===== src/include/rx_alarm_pkg.sv =====
// Package of constants for the receive alarm status block
package rx_alarm_pkg;
  localparam logic [10:0] ADDR_STATUS_ONE   = 11'h000;
  localparam logic [10:0] ADDR_STATUS_TWO   = 11'h001;
  localparam logic [10:0] ADDR_STATUS_THREE = 11'h002;
  localparam logic [10:0] ADDR_STATUS_FOUR  = 11'h003;
  // Status one bit positions
  localparam int BIT_B1_PARITY   = 0;
  localparam int BIT_B2_PARITY   = 1;
  localparam int BIT_B3_PARITY   = 2;
  localparam int BIT_CELL_LOST   = 3;
  localparam int BIT_SIGNAL_LOST = 4;
  localparam int BIT_FRAME_MISS  = 5;
  localparam int BIT_FRAME_LOST  = 6;
  localparam int BIT_CARRIER     = 7;
  // Status two bit positions
  localparam int BIT_LINE_AIS    = 0;
  localparam int BIT_LINE_FERF   = 1;
  localparam int BIT_DATA_LOST   = 2;
  localparam int BIT_PTR_LOST    = 3;
  localparam int BIT_PATH_AIS    = 4;
  // Sticky masks: which bits clear on read
  localparam logic [7:0] STICKY_ONE   = 8'h07;
  localparam logic [7:0] STICKY_TWO   = 8'he0;
  localparam logic [7:0] STICKY_THREE = 8'he7;
  localparam logic [7:0] STICKY_FOUR  = 8'h07;
  // Level bits that reset forces set: cell lost, frame missing, frame lost
  localparam logic [7:0] RESET_SET_ONE = 8'h68;
  // Frame and cell counts
  localparam int CELL_SLOT_COUNT  = 7;
  localparam int OOF_SET_FRAMES   = 4;
  localparam int OOF_CLR_FRAMES   = 2;
  localparam int LOS_CLR_PATTERNS = 2;
  localparam int LOF_SET_FRAMES   = 24;
  localparam int LOF_CLR_FRAMES   = 8;
  localparam int PTR_SET_FRAMES   = 8;
  localparam int PTR_CLR_FRAMES   = 3;
  localparam logic [2:0] K2_AIS_CODE  = 3'h7;
  localparam logic [2:0] K2_FERF_CODE = 3'h6;
  localparam logic [3:0] NDF_SET_CODE = 4'h9;
  // Timing
  localparam int CLK_PERIOD_PS   = 40000;
  localparam int LOS_TIME_PS     = 3200000;
  localparam int LOS_CYCLES      = LOS_TIME_PS / CLK_PERIOD_PS;
endpackage : rx_alarm_pkg


===== src/rtl/frame_count_filter.sv =====
// Consecutive-count filter for a level alarm
`timescale 1ns/100ps
module frame_count_filter #(
  parameter int        CW        = 5,
  parameter logic      RESET_VAL = 1'b0
) (
  input  wire logic          clk,
  input  wire logic          reset_n,
  input  wire logic          soft_reset,
  input  wire logic          sample,
  input  wire logic          bad,
  input  wire logic [CW-1:0] set_count,
  input  wire logic [CW-1:0] clr_count,
  output logic               alarm
);
  typedef struct packed {
    logic          alarm;
    logic [CW-1:0] run;
  } filt_s;
  filt_s s_q, s_d;

  always_comb begin
    s_d = s_q;
    if (soft_reset) begin
      s_d.alarm = RESET_VAL;
      s_d.run   = '0;
    end else if (sample) begin
      // Count frames disagreeing with the current state
      if (bad != s_q.alarm) begin
        if (s_q.run + 1'b1 >= (s_q.alarm ? clr_count : set_count)) begin
          s_d.alarm = bad;
          s_d.run   = '0;
        end else begin
          s_d.run = s_q.run + 1'b1;
        end
      end else begin
        s_d.run = '0;
      end
    end
  end

  always_ff @(posedge clk or negedge reset_n) begin
    if (!reset_n) begin
      s_q <= '{alarm: RESET_VAL, run: '0};
    end else begin
      s_q <= s_d;
    end
  end

  assign alarm = s_q.alarm;
endmodule : frame_count_filter


===== src/rtl/pin_sync.sv =====
// Two-flop synchroniser for pin inputs
`timescale 1ns/100ps
module pin_sync #(
  parameter int W = 1
) (
  input  wire logic         clk,
  input  wire logic         reset_n,
  input  wire logic [W-1:0] pin,
  output logic      [W-1:0] synced
);
  typedef struct packed {
    logic [W-1:0] meta;
    logic [W-1:0] sync;
  } sync_s;
  sync_s s_q, s_d;

  always_comb begin
    s_d      = s_q;
    s_d.meta = pin;
    s_d.sync = s_q.meta;
  end

  always_ff @(posedge clk or negedge reset_n) begin
    if (!reset_n) begin
      s_q <= '0;
    end else begin
      s_q <= s_d;
    end
  end

  assign synced = s_q.sync;
endmodule : pin_sync


===== src/rtl/receive_alarm_status_interrupt.sv =====
// Receive alarm status registers and interrupt request
// Notes on behaviour
// - Four 8-bit status registers at 000-003
// - Register one: parities, cell, signal, frame, carrier
// - Register two: AIS, FERF, data, pointer, overflows
// - Registers three, four: overflows and path alarms
// - Event bits sticky until their register read
// - Parity error sets bit and interrupt together
// - Cell loss after seven bad, clear seven good
// - Any level alarm change raises the interrupt
// - Reads leave level alarm bits unchanged
// - Any status read releases the interrupt unless a new event or level change arrives in the same cycle
// - Signal loss after 3.2 us without transitions
// - Signal loss clears after two clean framing patterns
// - Frame missing after four bad, clear two good
// - Reset sets cell loss and frame missing
// - Reset clears signal loss
// - Receive stream conditions and the carrier pin set status bits
// - Frame lost after 24 frames, clear after 1 ms
// - Carrier bit follows pin, soft reset ignores it
// - K2 codes 111 and 110, counts one to fifteen
// - Pointer lost after eight bad, clear three good
`timescale 1ns/100ps
module receive_alarm_status_interrupt #(
  parameter int LOS_COUNT = rx_alarm_pkg::LOS_CYCLES
) (
  input  wire logic        clk,
  input  wire logic        reset_n,
  input  wire logic        soft_reset,
  // Controller read port
  input  wire logic [10:0] addr,
  input  wire logic        read_strobe,
  output logic      [7:0]  read_data,
  output logic             read_valid,
  // Receive stream indications, all on clk
  input  wire logic        frame_tick,
  input  wire logic        framing_ok,
  input  wire logic        data_transition,
  input  wire logic        cell_slot_tick,
  input  wire logic        cell_header_ok,
  input  wire logic [2:0]  parity_error,
  input  wire logic        fifo_cell_in,
  input  wire logic        fifo_cell_discard,
  input  wire logic [2:0]  k2_bits,
  input  wire logic        pointer_valid,
  input  wire logic [3:0]  new_data_flag,
  input  wire logic        pointer_all_ones,
  input  wire logic        path_remote_defect,
  input  wire logic        path_far_end_failure,
  input  wire logic        payload_label_mismatch,
  input  wire logic        path_unequipped,
  input  wire logic [2:0]  block_overflow,
  input  wire logic [2:0]  violation_overflow,
  input  wire logic [1:0]  febe_overflow,
  input  wire logic        cell_count_overflow,
  input  wire logic [2:0]  hec_count_overflow,
  input  wire logic [3:0]  ais_set_frames,
  input  wire logic [3:0]  ais_clr_frames,
  input  wire logic [3:0]  ferf_set_frames,
  input  wire logic [3:0]  ferf_clr_frames,
  // Carrier loss pin, asynchronous
  input  wire logic        optical_carrier_lost,
  // Open-drain interrupt, active low
  output logic             interrupt_request_n_o,
  output logic             interrupt_request_n_oe
);
  typedef struct packed {
    logic [3:0][7:0] sticky;
    logic [3:0][7:0] level_prev;
    logic [7:0]      rdata;
    logic            rvalid;
    logic            irq;
    logic [31:0]     los_timer;
    logic            sig_lost;
    logic [1:0]      los_patterns;
    logic            carrier_seen;
  } state_s;
  state_s s_q, s_d;

  logic cell_lost, frame_miss, frame_lost, line_ais, line_ferf;
  logic ptr_lost, path_ais, carrier_sync, ndf_set, data_lost_q;
  logic [3:0][7:0] level_now, view;

  function automatic logic addr_is_status(input logic [10:0] a);
    addr_is_status = (a <= rx_alarm_pkg::ADDR_STATUS_FOUR);
  endfunction : addr_is_status

  // Majority decode of new data flag
  assign ndf_set = ((new_data_flag ~^ rx_alarm_pkg::NDF_SET_CODE) == 4'hf) ||
                   ($countones(new_data_flag ~^ rx_alarm_pkg::NDF_SET_CODE)
                    == 3);

  //--------------------------------------------------------------
  // Level alarm filters
  //--------------------------------------------------------------
  frame_count_filter #(.CW(5), .RESET_VAL(1'b1)) u_cell (
    .clk(clk), .reset_n(reset_n), .soft_reset(soft_reset),
    .sample(cell_slot_tick), .bad(!cell_header_ok),
    .set_count(5'(rx_alarm_pkg::CELL_SLOT_COUNT)),
    .clr_count(5'(rx_alarm_pkg::CELL_SLOT_COUNT)),
    .alarm(cell_lost));
  frame_count_filter #(.CW(5), .RESET_VAL(1'b1)) u_oof (
    .clk(clk), .reset_n(reset_n), .soft_reset(soft_reset),
    .sample(frame_tick), .bad(!framing_ok),
    .set_count(5'(rx_alarm_pkg::OOF_SET_FRAMES)),
    .clr_count(5'(rx_alarm_pkg::OOF_CLR_FRAMES)),
    .alarm(frame_miss));
  frame_count_filter #(.CW(5), .RESET_VAL(1'b1)) u_lof (
    .clk(clk), .reset_n(reset_n), .soft_reset(soft_reset),
    .sample(frame_tick), .bad(frame_miss),
    .set_count(5'(rx_alarm_pkg::LOF_SET_FRAMES)),
    .clr_count(5'(rx_alarm_pkg::LOF_CLR_FRAMES)),
    .alarm(frame_lost));
  frame_count_filter #(.CW(4), .RESET_VAL(1'b0)) u_ais (
    .clk(clk), .reset_n(reset_n), .soft_reset(soft_reset),
    .sample(frame_tick), .bad(k2_bits == rx_alarm_pkg::K2_AIS_CODE),
    .set_count(ais_set_frames), .clr_count(ais_clr_frames),
    .alarm(line_ais));
  frame_count_filter #(.CW(4), .RESET_VAL(1'b0)) u_ferf (
    .clk(clk), .reset_n(reset_n), .soft_reset(soft_reset),
    .sample(frame_tick), .bad(k2_bits == rx_alarm_pkg::K2_FERF_CODE),
    .set_count(ferf_set_frames), .clr_count(ferf_clr_frames),
    .alarm(line_ferf));
  frame_count_filter #(.CW(4), .RESET_VAL(1'b0)) u_path_alarm_indication (
    .clk(clk), .reset_n(reset_n), .soft_reset(soft_reset),
    .sample(frame_tick), .bad(pointer_all_ones),
    .set_count(4'(rx_alarm_pkg::PTR_CLR_FRAMES)),
    .clr_count(4'(rx_alarm_pkg::PTR_CLR_FRAMES)),
    .alarm(path_ais));
  frame_count_filter #(.CW(4), .RESET_VAL(1'b0)) u_lop (
    .clk(clk), .reset_n(reset_n),
    .soft_reset(soft_reset || path_ais),
    .sample(frame_tick), .bad(!pointer_valid || ndf_set),
    .set_count(4'(rx_alarm_pkg::PTR_SET_FRAMES)),
    .clr_count(4'(rx_alarm_pkg::PTR_CLR_FRAMES)),
    .alarm(ptr_lost));

  pin_sync #(.W(1)) u_carrier (
    .clk(clk), .reset_n(reset_n),
    .pin(optical_carrier_lost), .synced(carrier_sync));

  // Receive data loss level: set on discard, clear on accepted cell
  always_ff @(posedge clk or negedge reset_n) begin
    if (!reset_n) begin
      data_lost_q <= 1'b0;
    end else if (soft_reset) begin
      data_lost_q <= 1'b0;
    end else if (fifo_cell_discard) begin
      data_lost_q <= 1'b1;
    end else if (fifo_cell_in) begin
      data_lost_q <= 1'b0;
    end
  end

  //--------------------------------------------------------------
  // Register view
  //--------------------------------------------------------------
  always_comb begin
    level_now    = '0;
    level_now[0] = {carrier_sync, frame_lost, frame_miss, s_q.sig_lost,
                    cell_lost, 3'h0};
    level_now[1] = {3'h0, path_ais, ptr_lost, data_lost_q, line_ferf,
                    line_ais};
    level_now[2] = {3'h0, path_far_end_failure, path_remote_defect,
                    3'h0};
    level_now[3] = {3'h0, path_unequipped, payload_label_mismatch,
                    3'h0};
    for (int i = 0; i < 4; i++) begin
      view[i] = level_now[i] | s_q.sticky[i];
    end
  end

  //--------------------------------------------------------------
  // State update
  //--------------------------------------------------------------
  always_comb begin
    logic [3:0][7:0] ev;
    logic            any_rd;
    logic            cause;
    ev     = '0;
    any_rd = read_strobe && addr_is_status(addr);
    s_d    = s_q;
    // Only receive stream inputs feed these events
    ev[0]  = {5'h00, parity_error};
    ev[1]  = {block_overflow, 5'h00};
    ev[2]  = {cell_count_overflow, febe_overflow, 2'h0,
              violation_overflow};
    ev[3]  = {5'h00, hec_count_overflow};

    s_d.rvalid = read_strobe;
    s_d.rdata  = addr_is_status(addr) ? view[addr[1:0]] : 8'h00;
    for (int i = 0; i < 4; i++) begin
      if (any_rd && addr[1:0] == 2'(i)) begin
        s_d.sticky[i] = ev[i];
      end else begin
        s_d.sticky[i] = s_q.sticky[i] | ev[i];
      end
    end

    s_d.level_prev = level_now;
    cause = (level_now != s_q.level_prev) || (|ev);
    if (cause) begin
      s_d.irq = 1'b1;
    end else if (any_rd) begin
      s_d.irq = 1'b0;
    end

    // Signal loss timing
    if (data_transition) begin
      s_d.los_timer = '0;
    end else if (s_q.los_timer < 32'(LOS_COUNT)) begin
      s_d.los_timer = s_q.los_timer + 32'd1;
    end
    if (!data_transition && s_q.los_timer + 32'd1 >= 32'(LOS_COUNT)) begin
      s_d.sig_lost     = 1'b1;
      s_d.los_patterns = '0;
    end else if (s_q.sig_lost && frame_tick && framing_ok) begin
      if (s_q.los_patterns + 2'd1 >= 2'(rx_alarm_pkg::LOS_CLR_PATTERNS))
      begin
        s_d.sig_lost     = 1'b0;
        s_d.los_patterns = '0;
      end else begin
        s_d.los_patterns = s_q.los_patterns + 2'd1;
      end
    end
    s_d.carrier_seen = carrier_sync;

    if (soft_reset) begin
      s_d.sticky       = '0;
      s_d.sig_lost     = 1'b0;
      s_d.los_timer    = '0;
      s_d.los_patterns = '0;
    end
  end

  always_ff @(posedge clk or negedge reset_n) begin
    if (!reset_n) begin
      s_q <= '0;
      s_q.level_prev[0] <= rx_alarm_pkg::RESET_SET_ONE;
    end else begin
      s_q <= s_d;
    end
  end

  //--------------------------------------------------------------
  // Outputs
  //--------------------------------------------------------------
  assign read_data              = s_q.rdata;
  assign read_valid             = s_q.rvalid;
  assign interrupt_request_n_o  = 1'b0;
  assign interrupt_request_n_oe = s_q.irq;
endmodule : receive_alarm_status_interrupt


===== config.mk =====
export PLATFORM = sky130hd
export DESIGN_NAME = receive_alarm_status_interrupt
export DESIGN_NICKNAME = d
export VERILOG_FILES = /design/src/include/rx_alarm_pkg.sv /design/src/rtl/frame_count_filter.sv /design/src/rtl/pin_sync.sv /design/src/rtl/receive_alarm_status_interrupt.sv
export SDC_FILE = /design/constraint.sdc
export NUM_CORES = 1
export LEC_CHECK = 0
export ABC_AREA = 1
export BUFFER_PORTS_ARGS = -buffer_cell sky130_fd_sc_hd__buf_4
export CORE_UTILIZATION = 53
export CTS_CLUSTER_DIAMETER = 200
export DETAILED_ROUTE_END_ITERATION = 10
export HOLD_SLACK_MARGIN = 0.03
export PLACE_DENSITY = 0.77
export SLEW_MARGIN = 40
export SYNTH_ARGS = -nofsm -noshare
export SYNTH_HDL_FRONTEND = slang
export SYNTH_SLANG_ARGS = --single-unit

===== constraint.sdc =====
create_clock -name clk -period 2 [get_ports clk]
set_input_delay 0.1 -clock clk [delete_from_list [all_inputs] [get_ports clk]]
set_output_delay 0.1 -clock clk [all_outputs]
set_load 0.005 [all_outputs]

## Yosys cells after proc, flatten, opt, wreduce, memory -nomap -nowiden

Index checks and enable logic that the tools add are counted.

- Output and inout port bits: 11
- Input port bits: 67
- Bits in registers: 132
- Word-level logic and storage cells: 194

- Equal/unequal tests: 15
- Reductions and logical operators: 48
- Add/subtract/negate cells: 12
- Order comparisons: 12
- Bitwise logic cells: 9
- Mux-type cells: 67

Operators by type and width:

| kind | count |
|---|---|
| 32-bit 2-to-1 mux | 3 |
| 5-bit 2-to-1 mux | 15 |
| 8-bit 2-to-1 mux | 6 |
| 4-bit 2-to-1 mux | 11 |
| 6-bit 2-to-1 mux | 6 |
| 2-bit nonzero test | 18 |
| 35-bit 2-to-1 mux | 1 |
| 32-bit by 1-bit adder with 32-bit output (second input constant) | 1 |
| 32-bit by 7-bit greater-or-equal comparator with 1-bit output (second input constant) | 1 |
| 32-bit by 7-bit less-than comparator with 1-bit output (second input constant) | 1 |
| 5-bit by 8-bit bitwise OR with 8-bit output | 3 |
| 8-bit bitwise OR | 3 |
| 3-bit AND reduction | 7 |
| 1-bit 2-to-1 mux | 20 |
| 4-bit by 1-bit adder with 4-bit output (second input constant) | 4 |
| 8-bit binary-select mux with 2-bit select | 1 |
| 8-bit by 3-bit bitwise OR with 8-bit output | 2 |
| 5-bit by 1-bit adder with 5-bit output (second input constant) | 3 |
| 15-bit OR reduction | 1 |
| 14-bit inequality test | 1 |
| 4-bit greater-or-equal comparator | 3 |
| 3-bit nonzero test | 4 |
| 11-bit by 2-bit less-or-equal comparator with 1-bit output (second input constant) | 1 |
| 5-bit greater-or-equal comparator | 2 |
| other kinds (21) | 45 |

## Longest topological paths before layout

Gate-level depths: netlist (run 1).

- Word-level depth: 10
- Depth in mapped cells: 16
- Depth with buffers taken out: 16

## By module

From an unflattened synthesis (run 1), not the netlist that was laid out.

- Cell total of the unflattened synthesis: 972
- Area total of the unflattened synthesis: 7,648.6 µm²

By module, submodules not included:

| module | instances | seq. area each (µm²) | cells an instance | area each (µm²) |
|---|---|---|---|---|
| receive_alarm_status_interrupt | 1 | 1,880.6 | 557 | 4,155.2 |
| frame_count_filter (u_ais ...) | 4 | 125.1 | 56 | 455.4 |
| frame_count_filter (u_cell ...) | 3 | 151.4 | 63 | 540.5 |
| pin_sync | 1 | 50.0 | 2 | 50.0 |

## Worst setup path after synthesis (run 1)

OpenSTA, ideal clock, no wires.

- Kind: reg2reg
- Start point: register u_ais.s_q (netlist bit u_ais.alarm)
- End point: register u_ais.s_q[0] (netlist bit)
- Stages on the path, launching flop included: 12
- Arrival time: 1,900 ps
- Library setup time: 83 ps
- Slack: 17 ps
- Path buffers: 1
- Period minus slack after synthesis: 1,983 ps
- Data required time: 1,917 ps
- Cell sequence: dfrtp_1 clkbuf_1 mux2i_1 ha_1 inv_1 o21bai_1 nand3_1 nand3_1 or3_1 nor2_1 inv_1 o21ai_0

- Cells in the longest elaborated chain, start to end: 6
- Elaborated cells on any way between the ends: 7
- Those cells by class: order compare (1); eq/ne (1); mux (5)

RTL lines:

| what | line | source |
|---|---|---|
| start: declaration | frame_count_filter.sv:20 | `filt_s s_q, s_d;` |
| start signal: assignment | frame_count_filter.sv:44 | `s_q <= '{alarm: RESET_VAL, run: '0};` |
| 4-bit 2-to-1 mux | frame_count_filter.sv:30 | `if (s_q.run + 1'b1 >= (s_q.alarm ? clr_count : set_count)) begin` |
| 4-bit greater-or-equal comparator | frame_count_filter.sv:30 |  |
| 4-bit 2-to-1 mux | frame_count_filter.sv:30 |  |
| 4-bit 2-to-1 mux (*) | frame_count_filter.sv:29 | `if (bad != s_q.alarm) begin` |
| 5-bit 2-to-1 mux (*) | frame_count_filter.sv:27 | `end else if (sample) begin` |
| 5-bit 2-to-1 mux (*) | frame_count_filter.sv:24 | `if (soft_reset) begin` |

Every way passes the cells marked *; elsewhere a longest branch is shown, timed or not. The select of a mux whose other input is x is not followed.
A chain may end at the register's enable or synchronous reset.

## Final worst setup path (run 1)

- Start point: register u_lop.s_q[0] (netlist bit)
- End point: register u_lop.s_q[2] (netlist bit)

- Cells in the longest elaborated chain, start to end: 6

RTL lines:

| what | line |
|---|---|
| start: declaration | frame_count_filter.sv:20 |
| start signal: assignment | frame_count_filter.sv:44 |
| 4-bit by 1-bit adder with 4-bit output (*) | frame_count_filter.sv:30, frame_count_filter.sv:34 |
| 4-bit greater-or-equal comparator | frame_count_filter.sv:30 |
| 4-bit 2-to-1 mux (*) | frame_count_filter.sv:30 |
| 4-bit 2-to-1 mux (*) | frame_count_filter.sv:29 |
| 5-bit 2-to-1 mux (*) | frame_count_filter.sv:27 |
| 5-bit 2-to-1 mux (*) | frame_count_filter.sv:24 |

Marked as above.

==> flow_metrics.tcl, run 1 <==
set metrics [dict create \
    numPortBuffers 76 \
    antenna_found_initial 1 \
    met2_length_mm 8.53 \
    first_global_vias 6027 \
    startpoint "u_lop.s_q[0]" \
    met1_length_mm 7.28 \
    dieArea_um2 12800 \
    netlist_instances 826 \
    syn_nets 922 \
    fin_worst_skew_ps 5.71 \
    final-hold-violation-count 0 \
    crit_chain "ha_1 -> ha_1 -> a21boi_1 -> o31ai_1 -> nand3b_1 -> nand3b_1 -> o21ai_1" \
    ant_nets 0 \
    drc 0 \
    crit_end "u_lop.s_q[2]" \
    critPathRequiredTime_ps 2350 \
    p_per_area_nw_per_um2 744 \
    ios 78 \
    root_buffer "clkbuf_16" \
    startpoint_type "flop" \
    finalSetupViolations 0 \
    status "finished clean" \
    tightest_slew_ps 631 \
    rrSetupSlack_ps 7 \
    synth_area_leaders "dfrtp_1 (42%), nand2_1 (9.8%), nor2_1 (7.0%), inv_1 (5.8%), ha_1 (5.4%)" \
    power_leakage_uw 0.00406 \
    wl_met3_mm 1.38 \
    grt_max_degree 41 \
    wirelength_mm 17.8 \
    final_net_count 1074 \
    final_cell_mix "nand2_1 (169), buf_4 (118), nor2_1 (115)" \
    synth.top_cell.area_share_pct 41.7 \
    ys_warn_count 0 \
    finalCriticalPeriod_ps 1990 \
    h-tree-depth 4 \
    vias_per_cell 5.53 \
    cts_tree "yes" \
    synth.cell_area_um2 6550 \
    clock_latency_ps 430 \
    dp_slack_ps -153 \
    ys_ff_latch 115 \
    worst_slack_ps 6.91 \
    die-height_um 113 \
    wl_per_cell_um 15.6 \
    whs_ps 35.9 \
    dp.final_hpwl_mm 11.5 \
    relSlewSlack_pct 56.9 \
    finalCritPeriodShare_pct 99.7 \
    total_power_uw 6460 \
    path_max_fanout 4 \
    synth_top_area_cell "dfrtp_1" \
    ff2ff_path_depth 7 \
    num_vias 6302 \
    end_kind "flop" \
    core_um2 12000 \
    worstSetupPathType "reg2reg" \
    seq_area_frac_synth_pct 44.1 \
    grt_first_pass_wirelength_mm 28.1 \
    cp.arrival_ps 2340 \
    drtPass1Iterations 7 \
    final_common_cell "nand2_1" \
    r2r_start "u_lop.s_q[0]" \
    clkSinkCount 115 \
    yosysUniqueCellTypes 42 \
    gr-usage-all-layers_pct 28.4 \
    hp-class "in2reg" \
    cts_buffers 17 \
    syn_avg_cell_area_um2 7.93 \
    slew_violations 0 \
    grt_overflow 0 \
    drtIter0Drc 492 \
    clk_pin_slew_ps 50 \
    rsz0062_at_grt "true" \
    die_x_um 113 \
    critPathSlowestCell "dfrtp_1" \
    drive_gt1_share_pct 23.7 \
    clockBufferDepth 2 \
    fp-row-count 40 \
    critical-path-max-stage-delay_ps 390 \
    synthToLayoutAreaGrowth_pct 32.5 \
    r2r-end "u_lop.s_q[2]" \
    max_freq_ghz 0.502 \
    dr.max_layer_used "met4" \
    ir_drop_uv 606 \
    gp_congestion 0.944 \
    floorplan.initialDensity_pct 54.5 \
    cap_viol_max_count 0 \
]
## metrics by stage
stage | TNS (ps) | util [%] | area, um2 | instances
2_1_floorplan | 0 | - | 6550 | 826
3_3_place_gp | -118 | 61.7 | 7410 | 1058
3_5_place_dp | -421 | 61.7 | 7410 | 1058
4_1_cts | -74.6 | 69.6 | 8360 | 1125
5_1_grt | -1010 | 72.2 | 8670 | 1139
6_report | 0 | 72.2 | 8670 | 1139
## flip-flops by register name, indices dropped and copies added (netlist names), 4 cells and up
signal / cells
read_data: 8
s_q: 63
u_ais.s_q: 4
u_cell.s_q: 5
u_ferf.s_q: 4
u_lof.s_q: 5
u_lop.s_q: 4
u_oof.s_q: 5
u_path_alarm_indication.s_q: 4
## synth_stat cells
master / number
or3_1: 1
o22ai_1: 9
nand4_1: 18
buf_2: 2
nand3_1: 46
or2_2: 8
nor3_1: 9
mux2i_1: 6
nand2_2: 9
clkinv_1: 2
o211ai_1: 3
clkbuf_1: 7
dfstp_2: 6
o21ai_0: 42
a32o_1: 1
fa_1: 1
o21bai_1: 4
nor4_1: 7
a21o_1: 1
inv_1: 101
a31o_2: 1
a21boi_0: 1
and2_1: 2
conb_1: 1
a221oi_1: 1
nand2_1: 171
nor2_4: 4
nor2_2: 11
ha_1: 28
a22o_1: 2
xor2_1: 21
and3_1: 1
nand3_2: 3
o31ai_1: 3
o21ai_1: 2
buf_4: 10
xnor2_1: 11
a21oi_1: 29
nor2_1: 122
a2111oi_0: 8
nand3b_1: 2
dfrtp_1: 109
## worst min path at each step
stage	startpoint	to	slack (ps)	cells after the start
after detailed placement	reset_n	s_q[26]	90	1
after global routing	k2_bits[1]	u_ais.alarm	50	3
after global placement	reset_n	s_q[26]	90	1
after CTS	k2_bits[1]	u_ais.alarm	30	3
final	k2_bits[1]	u_ais.alarm	40	3
after floorplan	reset_n	data_lost_q	-200	0
## layout make-up
| type | count | area, um2 |
|---|---|---|
| antenna | 1 | 2.50 |
| inverter | 103 | 387 |
| multi-input combinational | 589 | 3410 |
| clock buffer | 20 | 457 |
| clock inverter | 12 | 108 |
| sequential | 115 | 2890 |
| fill | 875 | 3340 |
| tap | 147 | 184 |
| timing repair buffer | 152 | 1240 |
## power by group
| group | switching [uW] | total, uW | internal, uW |
|---|---|---|---|
| logic | 498 | 960 | 462 |
| registers | 123 | 2590 | 2470 |
| clock network | 1140 | 2910 | 1770 |
| total | 1760 | 6460 | 4700 |
## per-layer routing
layer / track usage (%) / vias up
li1: - / 2985
met1: 35.5 / 2956
met2: 46.4 / 295
met3: 6.86 / 66
met4: 13.9 / 0
met5: 0 / -
## logic make-up after synthesis
| group | count (synthesis) | synth area share, % |
|---|---|---|
| AND/OR/NAND/NOR | 414 | 27.8 |
| flip-flops | 115 | 44.1 |
| XOR/XNOR | 32 | 4.28 |
| adder cells (fa/ha/maj) | 29 | 5.66 |
| buffers and inverters | 122 | 7.61 |
| AO/OA/AOI/OAI | 107 | 9.58 |
| other | 1 | 0.0573 |
| multiplexers | 6 | 0.917 |
## worst max-delay path: cells and delay by family, from the launching register on
kind / cells / cell delay [ps]
compound gates: 3 / 490
simple gates: 2 / 440
flops: 1 / 390
fa+ha+maj: 2 / 590
## repair_timing
item / CTS / global route
pin swaps: 4 / 25
gates cloned: 0 / 0
endpoints found under the hold margin: 65 / 0
hold buffers: 32 / 0
endpoints found under the setup margin: 7 / 37
setup buffers: 3 / 13
gates resized for setup: 13 / 48
Power figures use the tool's default switching activity.
==> run 2, diff against run 1 <==
--- a/config.mk
+++ b/config.mk
@@ -12,7 +12,9 @@
 export DETAILED_ROUTE_END_ITERATION = 10
 export HOLD_SLACK_MARGIN = 0.03
 export PLACE_DENSITY = 0.77
+export RECOVER_POWER = 50
 export SLEW_MARGIN = 40
 export SYNTH_ARGS = -nofsm -noshare
 export SYNTH_HDL_FRONTEND = slang
 export SYNTH_SLANG_ARGS = --single-unit
+export TNS_END_PERCENT = 1
==> flow_metrics.tcl, run 2 (synthesis gave the netlist of run 1 again) <==
set metrics [dict create \
    status "finished with violations" \
    violations "setup timing" \
    antenna_found_initial 1 \
    tightest_slew_ps 890 \
    final_util_pct 70.4 \
    power_leakage_uw 0.00397 \
    r2r_start "u_lop.s_q[0]" \
    rrSetupSlack_ps -30 \
    h-tree-depth 4 \
    ant_nets 0 \
    seq_power_share_pct 40.4 \
    top_register "s_q" \
    clk_pin_slew_ps 60 \
    clockBufferDepth 2 \
    setup_tns_ps -81.5 \
    vias_per_cell 5.51 \
    hold_start "k2_bits[1]" \
    worst_slack_ps -29.3 \
    core_um2 12000 \
    place_area_um2 7410 \
    critPathRequiredTime_ps 2340 \
    finalCritPeriodShare_pct 101 \
    critical-path-max-stage-delay_ps 390 \
    num_vias 6206 \
    cts_tree "yes" \
    clock_latency_ps 420 \
    worstSetupPathType "reg2reg" \
    synthToLayoutAreaGrowth_pct 29.2 \
    largest_reg_flops 63 \
    cap_viol_max_count 0 \
    slew_violations 0 \
    r2r-end "u_lop.s_q[1]" \
    relSlewSlack_pct 40.6 \
    fin_area_um2 8460 \
    grt_overflow 0 \
    clockPowerShare_pct 45.4 \
    fp-row-count 40 \
    numPortBuffers 76 \
    critPathSlowestCell "dfrtp_1" \
    hold_depth 3 \
    die-height_um 113 \
    fin_worst_skew_ps 8.18 \
    cp.arrival_ps 2370 \
    floorplan.initialDensity_pct 54.5 \
    ir_drop_uv 595 \
    grt_max_degree 41 \
    path_max_fanout 4 \
    end_kind "flop" \
    rsz0062_at_grt "true" \
    final_common_cell "nand2_1" \
    p_sw_share_pct 27.2 \
    root_buffer "clkbuf_16" \
    fill_cells 920 \
    max_freq_ghz 0.493 \
    gr-usage-all-layers_pct 28.3 \
    cts_buffers 17 \
    wirelength_mm 17.6 \
    drc 0 \
    p_sw_uw 1740 \
    die_x_um 113 \
    finalSetupViolations 3 \
    final-hold-violation-count 0 \
    clkSinkCount 115 \
    ios 78 \
    grt_first_pass_wirelength_mm 28.0 \
    combPwrFrac_pct 14.1 \
    finalNonFillerCells 1127 \
    wl_per_cell_um 15.6 \
    dp_cells 1058 \
    dp.final_hpwl_mm 11.5 \
    ff2ff_path_depth 7 \
    startpoint_type "flop" \
    holdPathEnd "u_ais.alarm" \
    internal_power_uw 4650 \
    drtPass1Iterations 6 \
    first_global_vias 6005 \
    crit_chain "ha_1 -> ha_1 -> a21boi_1 -> o31ai_1 -> nand3b_1 -> nand3b_1 -> o21ai_1" \
    drtIter0Drc 461 \
    drive_gt1_share_pct 20.8 \
    final_net_count 1062 \
    gp_congestion 0.944 \
    dieArea_um2 12800 \
    hp-class "in2reg" \
    finalCriticalPeriod_ps 2030 \
    p_per_area_nw_per_um2 755 \
    final_cell_mix "nand2_1 (170), nor2_1 (116), dfrtp_1 (108)" \
]
==> run 2: changes by cell type in the layout (fill, tap and decap cells not counted), sizes merged <==
cell / change
buf: -23
clkbuf: +11
==> run 2: area by class of cell <==
cell class	count	area [um2]	share of cell area (%)
inverter	103	387	4.57
clock buffer	20	457	5.40
clock inverter	12	108	1.27
tap	147	184	2.17
timing repair buffer	140	1100	13.1
antenna	1	2.50	0.0296
sequential	115	2890	34.1
multi-input combinational	589	3330	39.4
==> run 2: worst max path at each step <==
stage / slack (ps) / from / end / cells after the start
floorplan: 20 / u_ais.alarm / u_ais.s_q[0] / 11
global placement: -60 / u_ais.s_q[0] / u_ais.s_q[2] / 10
detailed placement: -150 / u_ais.s_q[0] / u_ais.s_q[2] / 10
CTS: -70 / u_ais.s_q[1] / u_ais.s_q[0] / 10
global route: -150 / u_lop.s_q[0] / u_lop.s_q[1] / 7
finish: -30 / u_lop.s_q[0] / u_lop.s_q[1] / 7
==> run 2: worst max-delay path: cells and delay by family (launching register included) <==
family                     cells  cell delay, ps
and+or+nand+nor                2             440
AOI/OAI and AO/OA              3             530
DFF                            1             390
adders and majority gates      2             590
==> run 2: what timing repair did <==
| item | in CTS | in global routing |
|---|---|---|
| setup buffers | 1 | 3 |
| hold buffers | 32 | 0 |
| pin swaps | 3 | 13 |
| hold endpoints to repair | 65 | 0 |
| gates resized for setup | 9 | 37 |
| setup endpoints to repair | 7 | 37 |
==> run 2: layer usage <==
metal  GRT usage (%)  wire, um  vias up
met1            35.5      7290     2910
met5               0         0        -
li1                -         -     2969
met4            13.9       513        0
met2            45.9      8490      269
met3            6.86      1260       58
==> run 2: stage by stage <==
| step | setup slack, ps | hold WS, ps | power (uW) |
|---|---|---|---|
| 4_1_cts | -68.6 | 33.0 | 6340 |
| 2_1_floorplan | 17.0 | -196 | 3040 |
| 6_report | -29.3 | 53.4 | 6390 |
| 3_5_place_dp | -153 | 90.0 | 3400 |
| 3_3_place_gp | -61.7 | 94.0 | 3360 |
| 5_1_grt | -154 | 58.8 | 6620 |
==> run 2: power groups by stage <==
stage	Clock, uW	Sequential, uW	Combinational (uW)
after floorplan	0	2590	451
after global placement	0	2610	751
after detailed placement	0	2620	779
after CTS	2920	2580	843
after global routing	3020	2600	1000
final	2900	2580	902
==> run 3, diff against run 2 <==
--- a/config.mk
+++ b/config.mk
@@ -10,7 +10,7 @@
 export CORE_UTILIZATION = 53
 export CTS_CLUSTER_DIAMETER = 200
 export DETAILED_ROUTE_END_ITERATION = 10
-export HOLD_SLACK_MARGIN = 0.03
+export HOLD_SLACK_MARGIN = 0.1
 export PLACE_DENSITY = 0.77
 export RECOVER_POWER = 50
 export SLEW_MARGIN = 40
==> flow_metrics.tcl, run 3 (synthesis gave the netlist of run 1 again) <==
set metrics [dict create \
    worst_slack_ps -31.6 \
    core_um2 12000 \
    drtIter0Drc 577 \
    tightest_slew_ps 896 \
    whs_ps 118 \
    startpoint_type "flop" \
    final-hold-violation-count 0 \
    fp-row-count 40 \
    path_max_fanout 4 \
    root_buffer "clkbuf_16" \
    first_global_vias 6136 \
    wirelength_mm 18.2 \
    die-height_um 113 \
    gp_congestion 0.944 \
    die_x_um 113 \
    gr-usage-all-layers_pct 29.2 \
    numPortBuffers 76 \
    drtPass1Iterations 5 \
    setup_tns_ps -80.9 \
    end_kind "flop" \
    critPathRequiredTime_ps 2340 \
    dieArea_um2 12800 \
    wl_per_cell_um 15.9 \
    r2r_start "u_lop.s_q[0]" \
    startpoint "u_lop.s_q[0]" \
    cts_tree "yes" \
    top_register "s_q" \
    cts_buffers 17 \
    dp.final_hpwl_mm 11.5 \
    clkSinkCount 115 \
    grt_first_pass_wirelength_mm 28.8 \
    cp_top_family "adder cells" \
    floorplan.initialDensity_pct 54.5 \
    clockBufferDepth 2 \
    finalCritPeriodShare_pct 102 \
    status "finished with violations" \
    relSlewSlack_pct 40.3 \
    final_common_cell "nand2_1" \
    clock_latency_ps 420 \
    critPathSlowestCell "dfrtp_1" \
    finalCriticalPeriod_ps 2030 \
    vias_per_cell 5.61 \
    cap_viol_max_count 0 \
    rsz0062_at_grt "true" \
    final_cell_mix "nand2_1 (170), nor2_1 (114), dfrtp_1 (107)" \
    diodes 0 \
    critical-path-max-stage-delay_ps 390 \
    place_area_um2 7410 \
    cp.arrival_ps 2370 \
    ant_nets 0 \
    final_net_count 1082 \
    ir_drop_uv 629 \
    ios 78 \
    crit_chain "ha_1 -> ha_1 -> a21boi_1 -> o31ai_1 -> nand3b_1 -> nand3b_1 -> o21ai_1" \
    hp-class "in2reg" \
    path_buf_inv 0 \
    hold_start "soft_reset" \
    p_per_area_nw_per_um2 744 \
    drc 0 \
    num_vias 6431 \
    largest_reg_flops 63 \
    max_freq_ghz 0.492 \
    grt_overflow 0 \
    antenna_found_initial 0 \
    h-tree-depth 4 \
    power_leakage_uw 0.00407 \
    slew_violations 0 \
    synthToLayoutAreaGrowth_pct 32.2 \
    clk_pin_slew_ps 60 \
    finalSetupViolations 3 \
    worstSetupPathType "reg2reg" \
    grt_max_degree 41 \
    fin_worst_skew_ps 7.47 \
    fin_area_um2 8650 \
    drive_gt1_share_pct 21.3 \
    violations "setup timing" \
]
run 3: power breakdown:
group / internal (uW) / switching, uW
registers: 2460 / 122
logic: 444 / 507
clock network: 1770 / 1130
run 3: path summary, 6_finish.rpt:
path,end,slack (ps),cells past startpoint
worst max register to register,u_lop.s_q[1],-30,7
min in group asynchronous,s_q[26],340,2
worst max-delay path,u_lop.s_q[1],-30,7
worst min register to register,u_carrier.synced,370,0
worst min-delay path,s_q[79],120,2
max in group asynchronous,s_q[52],510,3
run 3: worst register-to-register path, stage by stage, from the launching register on:
cell      delay, ps
dfrtp_1         390
ha_1            320
ha_1            270
a21boi_1        130
o31ai_1         190
nand3b_1        150
nand3b_1        290
o21ai_1         210
run 3: per-layer routing:
metal	GRT usage [%]	up-vias	wire length, um
met4	13.7	0	660
met2	47.6	294	8780
met1	36.8	3048	7480
li1	-	3007	-
met3	7.12	82	1310
met5	0	-	0
run 3: timing repair:
item | 4_1_cts | 5_1_grt
endpoints found under the hold margin | 110 | 0
endpoints found under the setup margin | 7 | 42
resized for setup | 9 | 43
pin swaps | 3 | 16
setup buffers | 1 | 8
hold buffers | 47 | 0
run 3: layout make-up:
type                            instances  area (um2)
Sequential cell                       115        2890
Clock buffer                           20         457
Multi-Input combinational cell        589        3340
Tap cell                              147         184
Fill cell                             859        3360
Inverter                              103         387
Timing Repair Buffer                  160        1290
Clock inverter                         12         108
run 3: stage by stage:
| step | cells | total power (uW) | setup WS (ps) | util (%) |
|---|---|---|---|---|
| detailed placement | 1058 | 3400 | -153 | 61.7 |
| finish | 1146 | 6440 | -31.6 | 72.0 |
| global placement | 1058 | 3360 | -61.7 | 61.7 |
| CTS | 1138 | 6370 | -68.6 | 70.6 |
| global route | 1146 | 6670 | -157 | 72.0 |
| floorplan | 826 | 3040 | 17.0 | - |
